### config.mk
export PLATFORM = sky130hd
export DESIGN_NAME = nvs_host
export DESIGN_NICKNAME = d
export VERILOG_FILES = /design/src/hdl/nvs_pkg.sv /design/src/hdl/nvs_host.sv
export VERILOG_INCLUDE_DIRS = /design/src /design/src/hdl
export SDC_FILE = /design/constraint.sdc
export NUM_CORES = 1
export LEC_CHECK = 0
export BUFFER_PORTS_ARGS = -buffer_cell sky130_fd_sc_hd__buf_2
export CELL_PAD_IN_SITES_DETAIL_PLACEMENT = 2
export CELL_PAD_IN_SITES_GLOBAL_PLACEMENT = 2
export CORE_MARGIN = 3
export CORE_UTILIZATION = 36
export DETAILED_ROUTE_END_ITERATION = 10
export GPL_ROUTABILITY_DRIVEN = 0
export PLACE_DENSITY_LB_ADDON = 0.1
export SYNTH_ARGS = -nofsm -noshare
export SYNTH_HDL_FRONTEND = slang
export SYNTH_SLANG_ARGS = --single-unit
export TNS_END_PERCENT = 5
### constraint.sdc
create_clock -name clock -period 2.5 [get_ports clock]
set_clock_uncertainty 0.2 [all_clocks]
set_input_delay 0.125 -clock clock [delete_from_list [all_inputs] [get_ports clock]]
set_output_delay 0.125 -clock clock [all_outputs]
set_load 0.1 [all_outputs]
### src/hdl/nvs_map.svh
// Purpose: Constants for the host-side controller of an 8K x 8 nonvolatile SRAM.
// Assumes: 25 MHz clock; pin timing rounded to whole cycles.
// Notes: Times are kept as printed; cycle counts are derived from them.
`ifndef NVS_MAP_SVH
`define NVS_MAP_SVH

`define NVS_CLK_NS 40
`define NVS_ACCESS_NS 45
`define NVS_ACCESS_CYC ((`NVS_ACCESS_NS + `NVS_CLK_NS - 1) / `NVS_CLK_NS)
`define NVS_SYNC_CYC 3
`define NVS_STROBE_CYC (`NVS_ACCESS_CYC + `NVS_SYNC_CYC)
`define NVS_STORE_MS 10
`define NVS_STORE_CYC (`NVS_STORE_MS * 1000000 / `NVS_CLK_NS)
`define NVS_RECALL_US 20
`define NVS_RECALL_CYC (`NVS_RECALL_US * 1000 / `NVS_CLK_NS)
`define NVS_RESTORE_US 650
`define NVS_RESTORE_CYC (`NVS_RESTORE_US * 1000 / `NVS_CLK_NS)
`define NVS_CNT_W 20
`define NVS_SEQ_LAST 3'h5
`define NVS_SEQ_A0 13'h0000
`define NVS_SEQ_A1 13'h1555
`define NVS_SEQ_A2 13'h0AAA
`define NVS_SEQ_A3 13'h1FFF
`define NVS_SEQ_A4 13'h10F0
`define NVS_SEQ_STORE 13'h0F0F
`define NVS_SEQ_RECALL 13'h0F0E
`define NVS_SEQ_TEST 13'h139C

`endif

### src/hdl/nvs_pkg.sv
// Purpose: Types for the nonvolatile SRAM host controller.
// Assumes: 13-bit address, 8-bit data.
// Notes: Constants live in nvs_map.svh.
package nvs_pkg;
   typedef enum logic [1:0] {op_read, op_write, op_store, op_recall} nvs_op_t;

   typedef struct packed {
      nvs_op_t op;
      logic [12:0] addr;
      logic [7:0] wdata;
   } nvs_cmd_t;

   typedef struct packed {
      logic e_n;
      logic g_n;
      logic w_n;
      logic [12:0] addr;
      logic [7:0] dq_out;
      logic dq_oe;
   } nvs_pins_t;

   typedef enum {st_pwrup, st_idle, st_setup, st_strobe, st_end, st_nvwait} nvs_state_t;
endpackage : nvs_pkg

### src/hdl/nvs_host.sv
// Purpose: Host controller driving a nonvolatile SRAM through its pins.
// Assumes: One command at a time; supply_ok and dq_in arrive asynchronously.
// Notes: Store and recall are issued as uninterruptible six-read sequences.
`timescale 1ns/10ps
`default_nettype none
`include "nvs_map.svh"

module nvs_host #(
   parameter int STORE_CYC = `NVS_STORE_CYC,
   parameter int RESTORE_CYC = `NVS_RESTORE_CYC
) (
   input wire logic clock,
   input wire logic rst_n,
   input wire logic cmd_valid,
   input wire nvs_pkg::nvs_cmd_t cmd,
   output logic cmd_ready,
   output logic rsp_valid,
   output logic rsp_err,
   output logic [7:0] rsp_data,
   output logic busy,
   input wire logic supply_ok,
   input wire logic [7:0] dq_in,
   output nvs_pkg::nvs_pins_t pins
);

   if (STORE_CYC < 1 || STORE_CYC >= (1 << `NVS_CNT_W) || RESTORE_CYC < 1 ||
       RESTORE_CYC >= (1 << `NVS_CNT_W)) begin : g_chk
      $error("nvs_host: wait counts out of counter range");
   end

   localparam logic [`NVS_CNT_W-1:0] STORE_W = `NVS_CNT_W'(STORE_CYC - 1);
   localparam logic [`NVS_CNT_W-1:0] RESTORE_W = `NVS_CNT_W'(RESTORE_CYC - 1);
   localparam logic [`NVS_CNT_W-1:0] RECALL_W = `NVS_CNT_W'(`NVS_RECALL_CYC - 1);
   localparam logic [`NVS_CNT_W-1:0] STROBE_W = `NVS_CNT_W'(`NVS_STROBE_CYC - 1);

   function automatic logic [12:0] seq_addr(input logic [2:0] idx, input nvs_pkg::nvs_op_t op);
      case (idx)
         3'h0: seq_addr = `NVS_SEQ_A0;
         3'h1: seq_addr = `NVS_SEQ_A1;
         3'h2: seq_addr = `NVS_SEQ_A2;
         3'h3: seq_addr = `NVS_SEQ_A3;
         3'h4: seq_addr = `NVS_SEQ_A4;
         default: seq_addr = (op == nvs_pkg::op_store) ? `NVS_SEQ_STORE : `NVS_SEQ_RECALL;
      endcase
   endfunction : seq_addr

   nvs_pkg::nvs_state_t state;
   nvs_pkg::nvs_state_t next_state;
   nvs_pkg::nvs_cmd_t cur;
   logic [`NVS_CNT_W-1:0] cnt;
   logic [2:0] seq_idx;
   logic seq;
   logic sup1, sup2, sup3, supply_ok_q;
   logic [7:0] dq1, dq2, dq3, dq_stable;
   logic accept;
   logic is_nv;

   assign accept = cmd_valid && cmd_ready;
   assign is_nv = (cmd.op == nvs_pkg::op_store) || (cmd.op == nvs_pkg::op_recall);

   // Three-stage sync; a change counts once stages two and three agree
   always_ff @(posedge clock or negedge rst_n) begin
      if (!rst_n) begin
         sup1 <= 1'b0;
         sup2 <= 1'b0;
         sup3 <= 1'b0;
         supply_ok_q <= 1'b0;
         dq1 <= 8'h00;
         dq2 <= 8'h00;
         dq3 <= 8'h00;
         dq_stable <= 8'h00;
      end else begin
         sup1 <= supply_ok;
         sup2 <= sup1;
         sup3 <= sup2;
         dq1 <= dq_in;
         dq2 <= dq1;
         dq3 <= dq2;
         if (sup2 == sup3) begin
            supply_ok_q <= sup3;
         end
         if (dq2 == dq3) begin
            dq_stable <= dq3;
         end
      end
   end

   always_comb begin
      next_state = state;
      case (state)
         nvs_pkg::st_pwrup: begin
            if (supply_ok_q && cnt == RESTORE_W) begin
               next_state = nvs_pkg::st_idle;
            end
         end
         nvs_pkg::st_idle: begin
            if (accept) begin
               if (cmd.op == nvs_pkg::op_store && !supply_ok_q) begin
                  next_state = nvs_pkg::st_idle;
               end else begin
                  next_state = nvs_pkg::st_setup;
               end
            end else if (!supply_ok_q) begin
               next_state = nvs_pkg::st_pwrup;
            end
         end
         nvs_pkg::st_setup: next_state = nvs_pkg::st_strobe;
         nvs_pkg::st_strobe: begin
            if (cnt == STROBE_W) begin
               next_state = nvs_pkg::st_end;
            end
         end
         nvs_pkg::st_end: begin
            // Steps follow back to back; nothing else may slip in
            if (seq && seq_idx != `NVS_SEQ_LAST) begin
               next_state = nvs_pkg::st_setup;
            end else if (seq) begin
               next_state = nvs_pkg::st_nvwait;
            end else begin
               next_state = nvs_pkg::st_idle;
            end
         end
         nvs_pkg::st_nvwait: begin
            if (cnt == ((cur.op == nvs_pkg::op_store) ? STORE_W : RECALL_W)) begin
               next_state = nvs_pkg::st_idle;
            end
         end
         default: next_state = nvs_pkg::st_pwrup;
      endcase
   end

   always_ff @(posedge clock or negedge rst_n) begin
      if (!rst_n) begin
         state <= nvs_pkg::st_pwrup;
      end else begin
         state <= next_state;
      end
   end

   // Power-up wait restarts whenever the supply dips again
   always_ff @(posedge clock or negedge rst_n) begin
      if (!rst_n) begin
         cnt <= '0;
      end else if (next_state != state || (state == nvs_pkg::st_pwrup && !supply_ok_q)) begin
         cnt <= '0;
      end else begin
         cnt <= cnt + 1'b1;
      end
   end

   always_ff @(posedge clock or negedge rst_n) begin
      if (!rst_n) begin
         cur <= '0;
         seq <= 1'b0;
         seq_idx <= 3'h0;
      end else if (state == nvs_pkg::st_idle && next_state == nvs_pkg::st_setup) begin
         cur <= cmd;
         seq <= is_nv;
         seq_idx <= 3'h0;
      end else if (state == nvs_pkg::st_end && next_state == nvs_pkg::st_setup) begin
         seq_idx <= 3'(seq_idx + 1'b1);
      end else if (next_state == nvs_pkg::st_idle) begin
         seq <= 1'b0;
      end
   end

   // Pins change only on state edges, so address is settled before select falls
   always_ff @(posedge clock or negedge rst_n) begin
      if (!rst_n) begin
         pins <= '{e_n: 1'b1, g_n: 1'b1, w_n: 1'b1, addr: 13'h0000, dq_out: 8'h00, dq_oe: 1'b0};
      end else begin
         pins.e_n <= !(next_state == nvs_pkg::st_strobe);
         pins.w_n <= !(next_state == nvs_pkg::st_strobe && !seq && cur.op == nvs_pkg::op_write);
         pins.g_n <= !(next_state == nvs_pkg::st_strobe && cur.op != nvs_pkg::op_write);
         pins.dq_oe <= next_state == nvs_pkg::st_strobe && !seq && cur.op == nvs_pkg::op_write;
         if (state == nvs_pkg::st_idle && next_state == nvs_pkg::st_setup) begin
            pins.addr <= is_nv ? seq_addr(3'h0, cmd.op) : cmd.addr;
            pins.dq_out <= cmd.wdata;
         end else if (state == nvs_pkg::st_end && next_state == nvs_pkg::st_setup) begin
            pins.addr <= seq_addr(3'(seq_idx + 1'b1), cur.op);
         end
      end
   end

   always_ff @(posedge clock or negedge rst_n) begin
      if (!rst_n) begin
         cmd_ready <= 1'b0;
         busy <= 1'b1;
         rsp_valid <= 1'b0;
         rsp_err <= 1'b0;
         rsp_data <= 8'h00;
      end else begin
         cmd_ready <= next_state == nvs_pkg::st_idle && supply_ok_q;
         busy <= next_state != nvs_pkg::st_idle;
         rsp_err <= state == nvs_pkg::st_idle && accept && cmd.op == nvs_pkg::op_store && !supply_ok_q;
         rsp_valid <= (state == nvs_pkg::st_end && !seq) ||
                      (state == nvs_pkg::st_nvwait && next_state == nvs_pkg::st_idle) ||
                      (state == nvs_pkg::st_idle && accept && cmd.op == nvs_pkg::op_store && !supply_ok_q);
         // Sample late in the strobe so access time and sync delay have passed
         if (state == nvs_pkg::st_strobe && next_state == nvs_pkg::st_end && !seq &&
             cur.op == nvs_pkg::op_read) begin
            rsp_data <= dq_stable;
         end
      end
   end
endmodule : nvs_host
`default_nettype wire

# [Word level (Yosys, flattened, before mapping)]
# Cells that the tools add are included.
[word_totals] word_cells=113 inputBits=35 output_inout_bits=37 ff_bits=131
[op_classes] mux=21 reduce_logical=35 eq_ne=31 add_sub_neg=2
[ops] cell="$pmux W32 S6" count=1
[ops] cell="$eq A32 B3 Y1 const B" count=5
[ops] cell="$mux W32" count=5
[ops] cell="$eq A32 B2 Y1 const B" count=4
[ops] cell="$eq A32 B4 Y1 const B" count=3
[ops] cell="$pmux W13 S5" count=1
[ops] cell="$logic_not A32 Y1" count=2
[ops] cell="$mux W13" count=3
[ops] cell="$eq A32 B1 Y1 const B" count=1
[ops] cell="$ne A32 B2 Y1 const B" count=1
[ops] cell="$ne A32 B32 Y1" count=1
[ops] cell="$add A20 B1 Y20 const B" count=1
[ops] cell="$eq A20 B14 Y1 const B" count=1
[ops] cell="$eq A20 B18 Y1" count=1
[ops] cell="$eq A20 B3 Y1 const B" count=1
[ops] cell="$mux W20" count=1
[ops] cell="$logic_and A1 B1 Y1" count=19
[ops] cell="$mux W18" count=1
[ops] cell="$mux W3" count=4
[ops] cell="$eq A8 B8 Y1" count=1
[ops] cell="$eq A2 B2 Y1 const B" count=3
[ops] cell="$eq A3 B2 Y1 const B" count=2
[ops] cell="$logic_not A1 Y1" count=5
[ops] cell="$logic_or A1 B1 Y1" count=4
[ops] cell="14 further kinds" count=18

# [Logic depth before layout (Yosys ltp)]
[logic_depth] ltp_word=9 depth_mapped=9 depth_no_buf=9

# [Worst setup path before layout]
# No wires, ideal clock.
[synth_path] kind="reg2reg" from="register cmd_ready" to="register cnt[12]" synth_period_minus_slack_ns=2.709 path_buffers=1 arrival_time_ns=2.374 setup_ns=0.135 setup_slack_ns=-0.209 path_stages_with_launch=7 required_time_ns=2.165 path_cell_list="dfrtp_1 -> a31oi_1 -> o32ai_1 -> nor2_1 -> o21ai_2 -> buf_6 -> a2111oi_2"
[synth_between] elab_chain_cells=6
[synth_rtl] element="start: declaration" line_no="nvs_host.sv:16" rtl="output logic cmd_ready,"
[synth_rtl] element="start signal: assignment" line_no="nvs_host.sv:193" rtl="cmd_ready <= next_state == nvs_pkg::st_idle && supply_ok_q;"
[synth_rtl] element="$logic_and A1 B1 Y1" line_no="nvs_host.sv:58" rtl="assign accept = cmd_valid && cmd_ready;"
[synth_rtl] element="$mux W32" line_no="nvs_host.sv:97" rtl="if (accept) begin"
[synth_rtl] element="$pmux W32 S6" line_no="nvs_host.sv:90" rtl="case (state)"
[synth_rtl] element="$ne A32 B32 Y1" line_no="nvs_host.sv:144" rtl="end else if (next_state != state || (state == nvs_pkg::st_pwrup && !supply_ok_q)) begin"
[synth_rtl] element="$logic_or A1 B1 Y1" line_no="nvs_host.sv:144"
[synth_rtl] element="$mux W20" line_no="nvs_host.sv:144"
[synth_rtl] element="end signal: assignment" line_no="nvs_host.sv:147" rtl="cnt <= cnt + 1'b1;"
[synth_rtl] element="end: declaration" line_no="nvs_host.sv:50" rtl="logic [`NVS_CNT_W-1:0] cnt;"
# Every way passes these cells.
# A chain may end at the register's enable or synchronous reset.

# [Worst setup path in the final report]
[layout_path] from="register cnt[4]" to="register cnt[4]"
[layout_between] elab_chain_cells=7 elab_cells_between_ends=12 classes_between="1 x add/sub; 4 x eq/ne; 5 x mux; 2 x reduce/logical"
[layout_rtl] element="$eq A20 B14 Y1" line_no="nvs_host.sv:92" rtl="if (supply_ok_q && cnt == RESTORE_W) begin"
[layout_rtl] element="$logic_and A1 B1 Y1" line_no="nvs_host.sv:92"
[layout_rtl] element="$mux W32" line_no="nvs_host.sv:92"
[layout_rtl] element="$pmux W32 S6" line_no="nvs_host.sv:90"
[layout_rtl] element="$ne A32 B32 Y1" line_no="nvs_host.sv:144"
[layout_rtl] element="$logic_or A1 B1 Y1" line_no="nvs_host.sv:144"
[layout_rtl] element="$mux W20 (*)" line_no="nvs_host.sv:144"
# Mark *: on every way between the ends. The rest lies on a longest branch, timed or not.

==> impl_metrics.csv <==
group,metric,value,unit
status,status,"finished, violations left",
status,failed_checks,"setup timing",
pwr,p_per_area,638,nW/um^2
grt,antenna_found_initial,0,
yosys,yosys_register_bits,131,
yosys,synthTopCellsByArea,"dfrtp_1 59%, mux2_2 5.4%, a2111oi_2 4.7%",
routing,drc,0,
clocking,path_clk_slew,0.06,ns
critical_path,crit_end,"cnt[4]",
critical_path,startpoint_type,"flip-flop",
routing,drt-pass1-iter-count,4,
layout,areaGrowthSynthToFinish,44.4,%
critical_path,startpoint,"cnt[4]",
sta,slew_headroom,0.432,
yosys,yosys.area.top_type,"dfrtp_1",
sta,period_share,1.05,
floorplan,dieHeight,129,um
yosys,ys_types,63,
clocking,cts_num_sinks,131,
critical_path,worst-path-buf-inv,1,
critical_path,r2r_setup_slack,-0.13,ns
hold_path,hp-class,"input port to async pin",
yosys,yosysSeqAreaShare,0.605,
yosys,synth_most_common_cell,"dfrtp_1",
pwr,p_leak,0.00362,uW
yosys,netlist_top_cells_count,"127 x dfrtp_1, 26 x mux2_2, 20 x nand2_1",
sta,setup_viol,27,
placed_design,hpwl,9770,um
grt,grt_pass1_vias,4826,
clocking,cts_tree,"yes",
critical_path,ff2ff_path_depth,7,
yosys,postSynthCellCount,404,
critical_path,arrival,2.73,ns
clocking,numCtsBuffers,17,
routing,vias_per_cell,5.20,
critical_path,cp_cell_sequence,"or4_4 > nor4_4 > a21oi_2 > o21ai_2 > nand3b_2 > buf_12 > a2111oi_2",
yosys,ys.flop_type,"dfrtp_1",
yosys,yosysWarningCount,0,
flow_run,cap_violations,0,
layout,antenna_cells,0,
sta,fmax,0.380,GHz
sta,slew_violations,0,
floorplan,die_w,129,um
grt,overflow,0,
critical_path,timing.rr.end,"cnt[4]",
routing,wl_per_cell,22.1,um
clocking,clock-root-buffer,"clkbuf_16",
routing,via_count,4101,
yosys,avgSynthCellArea,13.4,sq um
sta,rsz0062_at_grt,"yes",
critical_path,worstSetupPathType,"flip-flop to flip-flop",
grt,grt_pass1_wl,26300,um
layout,fillers,1370,
critical_path,worst-path-max-fanout,20,
sta,fin_crit,2.63,ns
routing,drt_iter0_markers,113,
floorplan,dieArea,16600,sq um
critical_path,cp_top_family,"simple AND/OR/NAND/NOR gates",
sta,tns,-1.94,ns
clocking,clk_latency,0.42,ns
sta,hold_viol,0,
floorplan,io_pins,72,
routing,wirelength,17400,um
grt,grt_max_degree,67,
routing,ant_nets,0,
placed_design,numPortBuffers,71,
placed_design,place_area,6410,sq um
critical_path,cpPeakStageDelay,0.58,ns
critical_path,critPathCaptureType,"flip-flop",
pwr,p_total,5000,uW
floorplan,start_util,0.370,
pwr,irDropWorstVdd,454,uV
sta,fin_hold_ws,0.0934,ns
critical_path,r2r-start,"cnt[4]",
sta,setup_ws,-0.131,ns
layout,num-nets-final,636,
critical_path,cp.depth,7,
layout,final_area,7830,sq um
clocking,cts_max_path_buffers,2,
yosys,synthArstFlopShare,1.00,
floorplan,core.rowCount,44,
grt,grtUsageTotal,0.208,
yosys,synth_area,5420,sq um
sta,max_slew.worst_pin.slew,0.851,ns
floorplan,coreArea,14600,sq um
critical_path,cp_data_required_time,2.60,ns
yosys,synth_edf_count,0,
critical_path,cp_slowest_cell,"or4_4",
layout,drive_gt1_frac,0.398,
yosys,yosys.area.top_type_share,0.586,
clocking,h-tree-depth,4,
cell families after synthesis:
logic type                 synth area share
other                              0.000691
muxes                                0.0558
and+or+nand+nor                       0.125
xor gates and xnor gates             0.0420
DFF                                   0.605
buffers and inverters                0.0249
adders and majority gates            0.0203
AOI/OAI and AO/OA                     0.126
cells in the final DEF, fill, tap and decap left out, drive strengths merged, types with 3 or more instances in the layout:
cell	n
a2111oi	18
a21oi	6
a221o	13
a22o	3
a31oi	5
and2	4
buf	121
bufinv	3
clkbuf	26
clkinv	4
conb	29
dfrtp	127
dfstp	4
dlygate4sd3	34
ha	8
inv	12
mux2	26
nand2	20
nand2b	3
nand3	13
nand4	8
nand4b	6
nor2	19
nor2b	3
nor3	11
nor4	11
o21ai	5
o21bai	3
or2	3
or3	4
or4	3
xnor2	8
xor2	18
layer usage:
| metal | up-vias | GRT usage | wire (um) |
|---|---|---|---|
| met5 | - | 0 | 0 |
| li1 | 1842 | - | - |
| met3 | 25 | 0.0527 | 631 |
| met1 | 2136 | 0.238 | 6820 |
| met4 | 0 | 0.0642 | 295 |
| met2 | 98 | 0.382 | 9670 |
power by group:
part / internal [uW] / switching (uW) / leakage, uW
clock network: 1670 / 918 / 0.000299
registers: 2190 / 43.8 / 0.00168
logic: 87.6 / 87.8 / 0.00164
final cells by class:
type	instances	area (sq um)	share of cell area
clock inverter	8	125	0.0160
sequential	131	3280	0.419
multi-input combinational	273	2430	0.310
timing repair buffer	158	1230	0.157
clock buffer	23	488	0.0623
tap	184	230	0.0294
inverter	12	45.0	0.00575
how the worst min path moves through the flow:
stage / from / end / slack (ns) / cells after the start
finish: rst_n / dq3[1] / 0.09 / 3
global route: rst_n / dq_stable[1] / 0.11 / 3
CTS: rst_n / dq3[4] / 0.05 / 3
detailed placement: rst_n / dq3[4] / -0.05 / 2
global placement: rst_n / dq_stable[1] / -0.05 / 2
floorplan: rst_n / cmd_ready / -0.37 / 0
sequential cells by signal (all words and copies together), names as in the netlist, 2 cells and up:
signal     cells
dq2            8
seq_idx        3
rsp_data       8
dq3            8
cnt           20
pins          25
state         32
dq_stable      8
dq1            8
cur            2
stage by stage:
step | utilization | setup slack (ns) | std cells
after floorplan | - | 0.0783 | 432
after global placement | 0.438 | -0.0637 | 714
after CTS | 0.513 | -0.0598 | 783
after detailed placement | 0.438 | -0.126 | 714
final | 0.535 | -0.131 | 789
after global routing | 0.535 | -0.196 | 789
repair_timing:
action,4_1_cts,5_1_grt
hold endpoints to repair,161,0
cloned,0,4
setup buffers,4,2
resized for setup,23,26
pin swaps,11,11
hold buffers,34,0
endpoints found under the setup margin,47,58
worst min-delay path, delay by kind of cell:
kind | cells | cell delay [ns]
buffers and inverters | 3 | 0.98
Power figures use the tool's default switching activity.
